**src/rtl/lst_pkg.sv**
```systemverilog
// Package: register map, field layout and reset values of the lane-mask self-test block
package lst_pkg;

  // ***********************************************
  // Sizes
  // ***********************************************
  localparam int NUM_CHAN      = 2;
  localparam int PAT_W         = 24;
  localparam int TX_MAIN_W     = 10;
  localparam int TX_EXTRA_W    = 4;
  localparam int TX_LANES      = TX_MAIN_W + TX_EXTRA_W;
  localparam int RX_LANES      = 14;
  localparam int REP_W         = 7;
  localparam int ERR_W         = 16;
  localparam int ADDR_W        = 10;

  // ***********************************************
  // Register offsets (byte addresses), one bank per channel
  // ***********************************************
  localparam logic [ADDR_W-1:0] OFF_PAT_LO  = 10'h188;
  localparam logic [ADDR_W-1:0] OFF_TXS_LO  = 10'h18C;
  localparam logic [ADDR_W-1:0] OFF_RXS_LO  = 10'h190;
  localparam logic [ADDR_W-1:0] OFF_CTL_LO  = 10'h1A0;
  localparam logic [ADDR_W-1:0] OFF_STS_LO  = 10'h1A4;
  localparam logic [ADDR_W-1:0] OFF_PAT_HI  = 10'h288;
  localparam logic [ADDR_W-1:0] OFF_TXS_HI  = 10'h28C;
  localparam logic [ADDR_W-1:0] OFF_RXS_HI  = 10'h290;
  localparam logic [ADDR_W-1:0] OFF_CTL_HI  = 10'h2A0;
  localparam logic [ADDR_W-1:0] OFF_STS_HI  = 10'h2A4;

  // ***********************************************
  // Reset values
  // ***********************************************
  localparam logic [PAT_W-1:0]      RST_PAT       = 24'h02CCFD;
  localparam logic [TX_MAIN_W-1:0]  RST_TX_MAIN   = 10'h3FF;
  localparam logic [TX_EXTRA_W-1:0] RST_TX_EXTRA  = 4'h0;
  localparam logic [RX_LANES-1:0]   RST_RX        = 14'h1FFF;
  localparam logic [REP_W-1:0]      RST_REP       = 7'h19;

  // ***********************************************
  // Control and status fields
  // ***********************************************
  localparam int CTL_START_BIT = 0;
  localparam int CTL_ECLR_BIT  = 1;
  localparam int CTL_REP_LSB   = 3;
  localparam int STS_BUSY_BIT  = 0;
  localparam int STS_DONE_BIT  = 1;
  localparam int STS_ERR_LSB   = 16;

  // Register kinds inside a channel bank
  typedef enum logic [2:0] {
    RK_NONE = 3'h0,
    RK_PAT  = 3'h1,
    RK_TXS  = 3'h2,
    RK_RXS  = 3'h3,
    RK_CTL  = 3'h4,
    RK_STS  = 3'h5
  } lst_reg_t;

  // Generator states
  typedef enum logic [2:0] {
    GS_IDLE = 3'b001,
    GS_RUN  = 3'b010,
    GS_DONE = 3'b100
  } lst_gen_t;

endpackage

```
**src/rtl/lst_chan.sv**
```systemverilog
// Per-channel lane gating, pattern store replay and masked error accumulation
`timescale 1ns/1ps
module lst_chan
  import lst_pkg::*;
(
  // Clock and reset
  input  wire logic                clk,
  input  wire logic                rst,
  // Configuration
  input  wire logic                start,
  input  wire logic                err_clr,
  input  wire logic [REP_W-1:0]    rep_count,
  input  wire logic [PAT_W-1:0]    pattern,
  input  wire logic [TX_LANES-1:0] tx_sel,
  input  wire logic [RX_LANES-1:0] rx_sel,
  input  wire logic [RX_LANES-1:0] rx_err,
  // Lane controls
  output logic      [TX_LANES-1:0] tx_drive,
  output logic      [TX_LANES-1:0] tx_idle,
  output logic      [TX_LANES-1:0] tx_pwr_down,
  output logic      [RX_LANES-1:0] rx_train_en,
  // Pattern stream and status
  output logic      [PAT_W-1:0]    pat_word,
  output logic                     pat_valid,
  output logic                     done,
  output logic                     busy,
  output logic      [ERR_W-1:0]    err_cnt
);

  // ***********************************************
  // Replay sequencer
  // ***********************************************
  lst_gen_t             state_q;
  logic                 half_q;
  logic [REP_W-1:0]     left_q;
  logic [4:0]           nerr;

  function automatic logic [4:0] popcnt(input logic [RX_LANES-1:0] v);
    logic [4:0] s;
    s = 5'h00;
    for (int i = 0; i < RX_LANES; i++) begin
      s = s + {4'h0, v[i]};
    end
    return s;
  endfunction

  always_ff @(posedge clk) begin
    if (rst) begin
      state_q   <= GS_IDLE;
      half_q    <= 1'b0;
      left_q    <= '0;
      pat_valid <= 1'b0;
      pat_word  <= '0;
      done      <= 1'b0;
    end else begin
      done      <= 1'b0;
      pat_valid <= 1'b0;
      case (state_q)
        GS_IDLE: begin
          if (start) begin
            // A count of zero sends nothing and finishes at once
            if (rep_count == '0) begin
              state_q <= GS_DONE;
            end else begin
              state_q <= GS_RUN;
              left_q  <= rep_count;
              half_q  <= 1'b0;
            end
          end
        end
        GS_RUN: begin
          pat_valid <= 1'b1;
          pat_word  <= pattern;
          half_q    <= ~half_q;
          // Two frames form one buffer transfer
          if (half_q) begin
            left_q <= left_q - 7'h01;
            if (left_q == 7'h01) begin
              state_q <= GS_DONE;
            end
          end
        end
        GS_DONE: begin
          done    <= 1'b1;
          state_q <= GS_IDLE;
        end
        default: state_q <= GS_IDLE;
      endcase
    end
  end

  always_ff @(posedge clk) begin
    if (rst) begin
      busy <= 1'b0;
    end else begin
      busy <= (state_q == GS_RUN);
    end
  end

  // ***********************************************
  // Lane gating
  // ***********************************************
  always_ff @(posedge clk) begin
    if (rst) begin
      tx_drive    <= '0;
      tx_idle     <= '1;
      tx_pwr_down <= '0;
      rx_train_en <= '0;
    end else begin
      // Deselected lanes stay idle and never carry pattern data
      tx_drive    <= (state_q == GS_RUN) ? tx_sel : '0;
      tx_idle     <= (state_q == GS_RUN) ? ~tx_sel : '1;
      tx_pwr_down <= ~tx_sel;
      rx_train_en <= rx_sel;
    end
  end

  // ***********************************************
  // Error accumulation
  // ***********************************************
  assign nerr = popcnt(rx_err & rx_sel);

  always_ff @(posedge clk) begin
    if (rst || err_clr) begin
      err_cnt <= '0;
    end else if (err_cnt > ({ERR_W{1'b1}} - {11'h000, nerr})) begin
      // Saturate rather than wrap so a long soak never looks clean
      err_cnt <= '1;
    end else begin
      err_cnt <= err_cnt + {11'h000, nerr};
    end
  end

endmodule // lst_chan

```
**src/rtl/lst_lane_masks.sv**
```systemverilog
// Top of the lane-mask self-test block: Avalon-MM register slave and two channel instances
`timescale 1ns/1ps

module lst_lane_masks
  import lst_pkg::*;
(
  // Clock and reset
  input  wire logic                         CLK,
  input  wire logic                         SYS_RST,
  // Avalon-MM slave
  input  wire logic [ADDR_W-1:0]            AVS_ADDRESS,
  input  wire logic                         AVS_READ,
  input  wire logic                         AVS_WRITE,
  input  wire logic [31:0]                  AVS_WRITEDATA,
  input  wire logic [3:0]                   AVS_BYTEENABLE,
  output logic      [31:0]                  AVS_READDATA,
  output logic                              AVS_WAITREQUEST,
  // Receive lane error flags, one group per channel
  input  wire logic [NUM_CHAN*RX_LANES-1:0] RX_LANE_ERR,
  // Transmit lane controls
  output logic      [NUM_CHAN*TX_LANES-1:0] TX_LANE_DRIVE,
  output logic      [NUM_CHAN*TX_LANES-1:0] TX_ELEC_IDLE,
  output logic      [NUM_CHAN*TX_LANES-1:0] TX_PWR_REDUCE,
  // Receive lane controls
  output logic      [NUM_CHAN*RX_LANES-1:0] RX_TRAIN_EN,
  // Pattern stream
  output logic      [NUM_CHAN*PAT_W-1:0]    PAT_WORD,
  output logic      [NUM_CHAN-1:0]          PAT_VALID,
  output logic      [NUM_CHAN-1:0]          PAT_DONE
);

  // ***********************************************
  // Address decode
  // ***********************************************
  // Returns the register kind at a byte address
  function automatic lst_reg_t reg_kind(input logic [ADDR_W-1:0] a);
    lst_reg_t k;
    k = RK_NONE;
    case (a)
      OFF_PAT_LO, OFF_PAT_HI: k = RK_PAT;
      OFF_TXS_LO, OFF_TXS_HI: k = RK_TXS;
      OFF_RXS_LO, OFF_RXS_HI: k = RK_RXS;
      OFF_CTL_LO, OFF_CTL_HI: k = RK_CTL;
      OFF_STS_LO, OFF_STS_HI: k = RK_STS;
      default:                k = RK_NONE;
    endcase
    return k;
  endfunction

  // Returns 1 for the upper channel bank
  function automatic logic reg_chan(input logic [ADDR_W-1:0] a);
    logic c;
    c = (a == OFF_PAT_HI) || (a == OFF_TXS_HI) || (a == OFF_RXS_HI) ||
        (a == OFF_CTL_HI) || (a == OFF_STS_HI);
    return c;
  endfunction

  // Byte-lane merge of write data into an old value
  function automatic logic [31:0] be_merge(input logic [31:0] old, input logic [31:0] wd,
                                           input logic [3:0] be);
    logic [31:0] r;
    r = old;
    for (int b = 0; b < 4; b++) begin
      if (be[b]) begin
        r[b*8 +: 8] = wd[b*8 +: 8];
      end
    end
    return r;
  endfunction

  // ***********************************************
  // Bus handshake
  // ***********************************************
  logic        wait_q;
  logic        req;
  logic        wr_go;
  lst_reg_t    kind;
  logic        chan;
  logic [31:0] rd_d;

  assign req   = AVS_READ || AVS_WRITE;
  assign kind  = reg_kind(AVS_ADDRESS);
  assign chan  = reg_chan(AVS_ADDRESS);
  // Writes land on the edge where the master sees waitrequest low
  assign wr_go = AVS_WRITE && !wait_q;

  // One wait state: data is built in the first cycle, released in the second
  always_ff @(posedge CLK) begin
    if (SYS_RST) begin
      wait_q <= 1'b1;
    end else if (!wait_q) begin
      wait_q <= 1'b1;
    end else if (req) begin
      wait_q <= 1'b0;
    end
  end

  always_ff @(posedge CLK) begin
    if (SYS_RST) begin
      AVS_WAITREQUEST <= 1'b1;
    end else if (!wait_q) begin
      AVS_WAITREQUEST <= 1'b1;
    end else begin
      AVS_WAITREQUEST <= !req;
    end
  end

  // ***********************************************
  // Register state, one bank per channel
  // ***********************************************
  logic [PAT_W-1:0]      pat_q     [NUM_CHAN];
  logic [TX_MAIN_W-1:0]  txm_q     [NUM_CHAN];
  logic [TX_EXTRA_W-1:0] txx_q     [NUM_CHAN];
  logic [RX_LANES-1:0]   rxs_q     [NUM_CHAN];
  logic [REP_W-1:0]      rep_q     [NUM_CHAN];
  logic                  start_q   [NUM_CHAN];
  logic                  eclr_q    [NUM_CHAN];
  logic                  dflag_q   [NUM_CHAN];
  logic                  busy_w    [NUM_CHAN];
  logic                  done_w    [NUM_CHAN];
  logic [ERR_W-1:0]      err_w     [NUM_CHAN];

  genvar c;
  generate
    for (c = 0; c < NUM_CHAN; c++) begin : g_bank
      logic        hit;
      logic [31:0] wv_pat;
      logic [31:0] wv_txs;
      logic [31:0] wv_rxs;
      logic [31:0] wv_ctl;

      assign hit = wr_go && (chan == 1'(c));

      // Merged write values, one per register so each has a single driver
      assign wv_pat = be_merge({8'h00, pat_q[c]}, AVS_WRITEDATA, AVS_BYTEENABLE);
      assign wv_txs = be_merge({18'h00000, txx_q[c], txm_q[c]}, AVS_WRITEDATA, AVS_BYTEENABLE);
      assign wv_rxs = be_merge({18'h00000, rxs_q[c]}, AVS_WRITEDATA, AVS_BYTEENABLE);
      assign wv_ctl = be_merge({22'h000000, rep_q[c], 3'h0}, AVS_WRITEDATA, AVS_BYTEENABLE);

      // ***********************************************
      // Pattern store
      // ***********************************************
      always_ff @(posedge CLK) begin
        if (SYS_RST) begin
          pat_q[c] <= RST_PAT;
        end else if (hit && kind == RK_PAT) begin
          pat_q[c] <= wv_pat[PAT_W-1:0];
        end
      end

      // ***********************************************
      // Transmit lane select
      // ***********************************************
      always_ff @(posedge CLK) begin
        if (SYS_RST) begin
          txm_q[c] <= RST_TX_MAIN;
          txx_q[c] <= RST_TX_EXTRA;
        end else if (hit && kind == RK_TXS) begin
          txm_q[c] <= wv_txs[TX_MAIN_W-1:0];
          txx_q[c] <= wv_txs[TX_LANES-1:TX_MAIN_W];
        end
      end

      // ***********************************************
      // Receive lane select
      // ***********************************************
      always_ff @(posedge CLK) begin
        if (SYS_RST) begin
          rxs_q[c] <= RST_RX;
        end else if (hit && kind == RK_RXS) begin
          rxs_q[c] <= wv_rxs[RX_LANES-1:0];
        end
      end

      // ***********************************************
      // Control: repeat count, start and error-clear strobes
      // ***********************************************
      always_ff @(posedge CLK) begin
        if (SYS_RST) begin
          rep_q[c]   <= RST_REP;
          start_q[c] <= 1'b0;
          eclr_q[c]  <= 1'b0;
        end else begin
          start_q[c] <= 1'b0;
          eclr_q[c]  <= 1'b0;
          if (hit && kind == RK_CTL) begin
            rep_q[c]   <= wv_ctl[CTL_REP_LSB +: REP_W];
            start_q[c] <= AVS_BYTEENABLE[0] && AVS_WRITEDATA[CTL_START_BIT];
            eclr_q[c]  <= AVS_BYTEENABLE[0] && AVS_WRITEDATA[CTL_ECLR_BIT];
          end
        end
      end

      // ***********************************************
      // Sticky completion flag, write one to clear
      // ***********************************************
      // A completion in the clearing cycle must not be lost, so set wins
      always_ff @(posedge CLK) begin
        if (SYS_RST) begin
          dflag_q[c] <= 1'b0;
        end else if (done_w[c]) begin
          dflag_q[c] <= 1'b1;
        end else if (hit && kind == RK_STS && AVS_BYTEENABLE[0] && AVS_WRITEDATA[STS_DONE_BIT]) begin
          dflag_q[c] <= 1'b0;
        end
      end

      // ***********************************************
      // Channel datapath
      // ***********************************************
      lst_chan u_chan (
        .clk         (CLK),
        .rst         (SYS_RST),
        .start       (start_q[c]),
        .err_clr     (eclr_q[c]),
        .rep_count   (rep_q[c]),
        .pattern     (pat_q[c]),
        .tx_sel      ({txx_q[c], txm_q[c]}),
        .rx_sel      (rxs_q[c]),
        .rx_err      (RX_LANE_ERR[c*RX_LANES +: RX_LANES]),
        .tx_drive    (TX_LANE_DRIVE[c*TX_LANES +: TX_LANES]),
        .tx_idle     (TX_ELEC_IDLE[c*TX_LANES +: TX_LANES]),
        .tx_pwr_down (TX_PWR_REDUCE[c*TX_LANES +: TX_LANES]),
        .rx_train_en (RX_TRAIN_EN[c*RX_LANES +: RX_LANES]),
        .pat_word    (PAT_WORD[c*PAT_W +: PAT_W]),
        .pat_valid   (PAT_VALID[c]),
        .done        (PAT_DONE[c]),
        .busy        (busy_w[c]),
        .err_cnt     (err_w[c])
      );

      assign done_w[c] = PAT_DONE[c];
    end
  endgenerate

  // ***********************************************
  // Read data
  // ***********************************************
  // Reserved and unmapped bits read as zero
  always_comb begin
    rd_d = 32'h00000000;
    case (kind)
      RK_PAT: rd_d[PAT_W-1:0]    = pat_q[chan];
      RK_TXS: rd_d[TX_LANES-1:0] = {txx_q[chan], txm_q[chan]};
      RK_RXS: rd_d[RX_LANES-1:0] = rxs_q[chan];
      RK_CTL: rd_d[CTL_REP_LSB +: REP_W] = rep_q[chan];
      RK_STS: begin
        rd_d[STS_BUSY_BIT]           = busy_w[chan];
        rd_d[STS_DONE_BIT]           = dflag_q[chan];
        rd_d[STS_ERR_LSB +: ERR_W]   = err_w[chan];
      end
      default: rd_d = 32'h00000000;
    endcase
  end

  always_ff @(posedge CLK) begin
    if (SYS_RST) begin
      AVS_READDATA <= 32'h00000000;
    end else if (AVS_READ && wait_q) begin
      AVS_READDATA <= rd_d;
    end
  end

endmodule // lst_lane_masks

```
**config.mk**
```make
export PLATFORM = sky130hd
export DESIGN_NAME = lst_lane_masks
export DESIGN_NICKNAME = d
export VERILOG_FILES = /design/src/rtl/lst_pkg.sv /design/src/rtl/lst_chan.sv /design/src/rtl/lst_lane_masks.sv
export SDC_FILE = /design/constraint.sdc
export NUM_CORES = 1
export LEC_CHECK = 0
export ABC_AREA = 1
export CORE_ASPECT_RATIO = 0.5
export CORE_MARGIN = 1.5
export CORE_UTILIZATION = 55
export DETAILED_ROUTE_END_ITERATION = 8
export DONT_BUFFER_PORTS = 1
export PLACE_DENSITY = 0.7
export SLEW_MARGIN = 20
export SYNTH_ARGS = -nofsm -noshare
export SYNTH_HDL_FRONTEND = slang
export SYNTH_SLANG_ARGS = --single-unit
```
**constraint.sdc**
```tcl
create_clock -name CLK -period 8.14 [get_ports CLK]
set_input_delay 0.407 -clock CLK [delete_from_list [all_inputs] [get_ports CLK]]
set_output_delay 0.407 -clock CLK [all_outputs]
set_load 0.02 [all_outputs]
```
==> results of run 1 <==
==> per-layer routing <==
metal / up-vias / wire length, µm / track usage (%)
met3: 92 / 4070 / 6.03
li1: 5956 / - / -
met2: 589 / 20300 / 47.4
met5: - / 0 / 0
met4: 0 / 1090 / 8.39
met1: 5931 / 18600 / 39.6
==> placed cells by master (no fill, tap or decap), types with 3 or more instances in the layout <==
cell type      instances
nor2_4                 3
xor2_1                11
dlygate4sd3_1          3
nor3_1                 9
buf_4                 14
clkinv_2               3
inv_2                 12
clkbuf_1               4
o211ai_1              15
a31oi_1               13
inv_1                227
inv_6                  3
a21oi_1               69
dfxtp_1              253
xnor2_1               14
o21ai_1               20
nand3_1               85
nor2_1               295
edfxtp_1             122
ha_1                  28
nand2_1              425
nor2_2                 6
nand4_1               12
clkbuf_16             36
fa_1                  18
o21ai_0              130
clkbuf_8              10
nand2_2                6
nor4_1                 5
==> power groups by stage <==
stage	Sequential [µW]	Clock (µW)	Combinational, µW
global route	2230	1730	999
finish	2220	1640	878
floorplan	2230	0	691
detailed placement	2260	0	852
CTS	2220	1650	872
global placement	2260	0	830
==> layout make-up <==
type	instances	area [µm²]	share of cell area [%]
sequential	375	8730	50.4
multi-input combinational	1196	5900	34.1
clock buffer	50	1050	6.08
inverter	240	901	5.20
tap	382	478	2.76
timing repair buffer	18	163	0.939
clock inverter	12	92.6	0.535
==> kinds of logic (layout without fill, tap and decap cells) <==
group / Yosys count / count (layout) / share of synthesized area [%]
DFF: 375 / 375 / 55.0
other: 1 / 2 / 0.0236
AOI/OAI and AO/OA: 259 / 259 / 8.78
and+or+nand+nor: 864 / 864 / 22.4
buffers and inverters: 317 / 320 / 7.95
adders and majority gates: 46 / 46 / 4.47
xor gates and xnor gates: 25 / 25 / 1.38
==> through the flow <==
stage	total power [µW]	setup slack [ns]
final	4730	2.15
after global routing	4950	1.74
after CTS	4740	2.22
after detailed placement	3110	2.25
after global placement	3090	2.31
after floorplan	2920	2.80
==> timing repair <==
item                                   CTS  global route
gates resized for setup                  0             0
hold buffers                             4             0
endpoints found under the hold margin   87             0
==> state kept, by name, indices dropped and copies added, names as in the netlist <==
name / count
eclr_q: 2
g_bank.u_chan.done: 2
g_bank.u_chan.pat_word: 48
g_bank.u_chan.tx_idle: 28
pat_q: 48
g_bank.u_chan.state_q: 6
g_bank.u_chan.tx_drive: 28
wait_q: 1
dflag_q: 2
AVS_READDATA: 32
g_bank.u_chan.tx_pwr_down: 28
g_bank.u_chan.err_cnt: 32
g_bank.u_chan.half_q: 2
rep_q: 14
txx_q: 8
rxs_q: 28
g_bank.u_chan.rx_train_en: 28
g_bank.u_chan.left_q: 14
g_bank.u_chan.busy: 2
txm_q: 20
start_q: 2
==> final timing paths <==
path                                            startpoint  cells past startpoint                                      end
hold reg to reg   g_bank[1].u_chan.state_q[1]$_SDFFE_PP0P_                      1         g_bank[1].u_chan.done$_SDFF_PP0_
hold / removal                                     SYS_RST                      1         g_bank[0].u_chan.busy$_SDFF_PP0_
setup / recovery                 rxs_q[0][0]$_SDFFCE_PN1P_                     18  g_bank[0].u_chan.err_cnt[12]$_SDFF_PP0_
setup reg to reg                 rxs_q[0][0]$_SDFFCE_PN1P_                     18  g_bank[0].u_chan.err_cnt[12]$_SDFF_PP0_
==> synth_stat cells, types with 15 or more instances <==
master | instances | area (µm²)
inv_1 | 228 | 856
buf_2 | 19 | 95.1
nand2_1 | 425 | 1600
edfxtp_1 | 122 | 3660
ha_1 | 28 | 350
nor2_1 | 295 | 1110
fa_1 | 18 | 360
dfxtp_1 | 253 | 5060
o21ai_0 | 132 | 661
o211ai_1 | 15 | 113
o21ai_1 | 18 | 90.1
a21oi_1 | 69 | 345
clkbuf_1 | 39 | 146
nand3_1 | 85 | 425
==> flow_summary.json, run 1 <==
{
  "outcome": "finished, final reports clean",
  "setup-tns-final_ns": 0,
  "antenna_left": 0,
  "fin_worst_skew_ns": 0.0247,
  "ys_ff_latch": 375,
  "wl_per_cell_um": 19.4,
  "chipWidth_um": 243,
  "grt.total_usage_pct": 29.1,
  "cts_tree": "yes",
  "place_hpwl_um": 31100,
  "slowest_stage": "nor3b_1",
  "path_max_fanout": 8,
  "crit_path_cell_trace": "nand2_1 > inv_1 > ha_1 > inv_1 > fa_1 > fa_1 > fa_1 > fa_1 > fa_1 > fa_1 > o21ai_0 > ha_1 > nand2_1 > nor2_1 > a21oi_1 > nor3b_1 > o21ai_0 > inv_1",
  "yosysSeqAreaShare_pct": 55.0,
  "max_slew_margin_pct": 19.3,
  "routed_wl_um": 44100,
  "fillCellCount": 2450,
  "grt_pass1_wl_um": 66600,
  "synth-edff-count": 122,
  "yosysWarnings": 0,
  "synth_flop_cell": "dfxtp_1",
  "cts.sinks": 375,
  "cts_setup_buffers": 0,
  "netSwitchingFraction_pct": 30.2,
  "final-instance-count-excl-fill": 2273,
  "ys_async_sr_fraction_pct": 0,
  "area.growth.synth_to_final_pct": 9.03,
  "route.vias.total": 12600,
  "dr.pass1.iters": 6,
  "drive_above_1_share_pct": 5.98,
  "port_buffers": 0,
  "chipHeight_um": 123,
  "core_area_mm2": 0.0280,
  "syn_avg_cell_area_um2": 8.42,
  "critPathBufInv": 3,
  "p_switching_uw": 1430,
  "hold_viol": 0,
  "initial_utilization_pct": 56.7,
  "hp-class": "input port to flop",
  "setup-violations-final": 0,
  "final_area_mm2": 0.0173,
  "max-vdd-ir-drop_mv": 0.211,
  "grt_pass1_vias": 11600,
  "worstPathArrival_ns": 6.46,
  "ioPinCount": 275,
  "cts_buffer_depth": 3,
  "cts_made_buffers": 34,
  "ff2ff_setup_slack_ns": 2.15,
  "layout.nets": 1989,
  "gp_congestion": 0.925,
  "p_int_uw": 3300,
  "p_comb_share_pct": 18.6,
  "fin_util_pct": 61.8,
  "cpLargestDelayFamily": "adder cells",
  "drv_cap": 0,
  "avgViaCountPerCell": 5.53,
  "grt_antenna_before_repair": 1,
  "p_clk_share_pct": 34.6,
  "dieArea_mm2": 0.0300,
  "crit_path_end_kind": "flop",
  "start_kind": "flop",
  "p_leak_uw": 0.00743,
  "cpPeakStageDelay_ns": 0.81,
  "grt_overflow": 0,
  "fp-row-count": 43,
  "path_class": "flop to flop",
  "route.detailed.drc": 0,
  "htreeDepth": 2,
  "insertion_delay_ns": 0.54,
  "holdWs_ns": 0.0523,
  "final_max_slew_viol_count": 0,
  "min_period_over_period_pct": 73.6,
  "antennaDiodeCount": 0,
  "drt_iter0_drc": 1193,
  "fmax_mhz": 167,
  "dpl-instance-area_mm2": 0.0161,
  "dp_cells": 2207,
  "clk_pin_slew_ns": 0.07,
  "root_buffer": "clkbuf_16",
  "worstPathRequired_ns": 8.61,
  "grt_max_degree": 91,
  "synth.distinct_cells": 51,
  "synthCells": 1887,
  "rsz0062_at_grt": "false",
  "path_common_cell": "fa_1",
  "worst_pin_slew_ns": 1.20,
  "synth_area_mm2": 0.0159,
  "power_density_mw_per_mm2": 273,
  "power_frac_seq_pct": 46.8,
  "period_needed_ns": 5.99
}
(Power assumes the default switching activity.)
==> run 2: changes to the inputs <==
- clock period: 8.14 -> 6.2 ns (I/O delays scaled with it)
==> flow_summary.json, run 2 (synthesized netlist as in run 1, its figures left out) <==
{
  "outcome": "finished, final reports clean",
  "setup-violations-final": 0,
  "route.vias.total": 12500,
  "drive_above_1_share_pct": 5.90,
  "cts.sinks": 375,
  "reg2regPathDepth": 21,
  "grt_pass1_vias": 11700,
  "top_regs": "g_bank.u_chan.pat_word: 48 flops, pat_q: 48 flops",
  "crit_path_cell_trace": "nand2_1 > inv_1 > ha_1 > inv_1 > fa_1 > fa_1 > fa_1 > fa_1 > fa_1 > fa_1 > xnor2_1 > ha_1 > a21oi_1 > nand2_1 > a21boi_0 > nor3_2 > nand2_1 > nor2_1 > xor2_1 > o21ai_0 > inv_1",
  "cpLargestDelayFamily": "adder cells",
  "max_slew_margin_pct": 30.5,
  "path_max_fanout": 4,
  "insertion_delay_ns": 0.53,
  "layout.nets": 1998,
  "path_class": "flop to flop",
  "whs_path_depth": 2,
  "routed_wl_um": 43700,
  "layout_commonest_cell": "nand2_1",
  "ioPinCount": 275,
  "fmax_mhz": 173,
  "drv_cap": 0,
  "fin_util_pct": 62.0,
  "port_buffers": 0,
  "slowest_stage": "fa_1",
  "worstPathArrival_ns": 6.20,
  "hold_end": "pat_q[0][21]$_SDFFCE_PN0P_",
  "min_period_over_period_pct": 93.3,
  "ff2ff_setup_slack_ns": 0.42,
  "p_leak_uw": 0.00746,
  "fillCellCount": 2427,
  "grt_max_degree": 91,
  "hp-class": "input port to flop",
  "place_hpwl_um": 31000,
  "worstPathRequired_ns": 6.61,
  "crit_path_end_kind": "flop",
  "grt_overflow": 0,
  "fp-row-count": 43,
  "chipHeight_um": 123,
  "path_common_cell": "fa_1",
  "hold_viol": 0,
  "grt_antenna_before_repair": 2,
  "avgViaCountPerCell": 5.46,
  "r2r_end": "g_bank[0].u_chan.err_cnt[13]$_SDFF_PP0_",
  "max-vdd-ir-drop_mv": 0.212,
  "period_needed_ns": 5.78,
  "initial_utilization_pct": 56.7,
  "reg2reg_from": "rxs_q[0][0]$_SDFFCE_PN1P_",
  "cts_setup_buffers": 0,
  "gp_congestion": 0.956,
  "drt_iter0_drc": 1101,
  "final_max_slew_viol_count": 0,
  "route.detailed.drc": 0,
  "cts_tree": "yes",
  "power_density_mw_per_mm2": 357,
  "rsz0062_at_grt": "false",
  "start_kind": "flop",
  "grt.total_usage_pct": 28.9,
  "core_area_mm2": 0.0280,
  "clk_pin_slew_ns": 0.07,
  "antenna_left": 0,
  "fin_worst_skew_ns": 0.0195,
  "chipWidth_um": 243,
  "cts_made_buffers": 34,
  "critPathBufInv": 3,
  "cts_buffer_depth": 3,
  "dr.pass1.iters": 6,
  "worst_pin_slew_ns": 1.03,
  "layout_common_cells": "nand2_1 (425), nor2_1 (295), dfxtp_1 (253), inv_1 (227), o21ai_0 (129)",
  "htreeDepth": 2,
  "area.growth.synth_to_final_pct": 9.44,
  "dieArea_mm2": 0.0300,
  "wl_per_cell_um": 19.1,
  "min_from": "AVS_WRITEDATA[21]",
  "setup-tns-final_ns": 0,
  "cpPeakStageDelay_ns": 0.55,
  "root_buffer": "clkbuf_16",
  "grt_pass1_wl_um": 65900
}
-- run 2: per-layer routing --
| metal | GRT usage (%) | wire length, µm |
|---|---|---|
| met5 | 0 | 0 |
| met1 | 39.0 | 18600 |
| met2 | 46.9 | 20100 |
| met4 | 8.62 | 1130 |
| met3 | 6.49 | 3880 |
-- run 2: timing repair --
action | CTS | global route
hold buffers | 9 | 0
endpoints found under the setup margin | 0 | 1
gates resized for setup | 0 | 1
hold endpoints to repair | 100 | 0
-- run 2: cell type report --
type / count / area, µm² / share of cell area (%)
multi-input combinational: 1196 / 5910 / 34.0
tap: 382 / 478 / 2.75
clock inverter: 12 / 133 / 0.763
sequential: 375 / 8730 / 50.2
timing repair buffer: 27 / 243 / 1.40
antenna: 1 / 2.50 / 0.0144
inverter: 240 / 901 / 5.18
clock buffer: 49 / 990 / 5.69
-- run 2: per-stage QoR --
step / power [µW] / instances / hold WS [ns] / setup WS [ns] / instance area, µm²
finish: 6200 / 2282 / 0.0185 / 0.416 / 17400
floorplan: 3830 / 1888 / 0.400 / 0.869 / 15900
global route: 6510 / 2281 / 0.0172 / 0.0332 / 17400
CTS: 6210 / 2281 / 0.00495 / 0.392 / 17400
detailed placement: 4080 / 2211 / 0.389 / 0.434 / 16100
global placement: 4050 / 2211 / 0.388 / 0.490 / 16100
-- run 2: worst max path at each step --
stage	start	endpoint	cells past startpoint
2_1_floorplan	rxs_q[0][0]$_SDFFCE_PN1P_	g_bank[0].u_chan.err_cnt[13]$_SDFF_PP0_	21
3_3_place_gp	rxs_q[0][0]$_SDFFCE_PN1P_	g_bank[0].u_chan.err_cnt[13]$_SDFF_PP0_	21
3_5_place_dp	rxs_q[0][0]$_SDFFCE_PN1P_	g_bank[0].u_chan.err_cnt[13]$_SDFF_PP0_	21
4_1_cts	rxs_q[0][0]$_SDFFCE_PN1P_	g_bank[0].u_chan.err_cnt[13]$_SDFF_PP0_	21
5_1_grt	rxs_q[1][0]$_SDFFCE_PN1P_	g_bank[1].u_chan.err_cnt[15]$_SDFF_PP0_	23
6_report	rxs_q[0][0]$_SDFFCE_PN1P_	g_bank[0].u_chan.err_cnt[13]$_SDFF_PP0_	21
-- run 2: power breakdown --
part / internal (µW) / switching, µW
sequential: 2700 / 211
combinational: 440 / 718
clock: 1210 / 930
total: 4340 / 1860
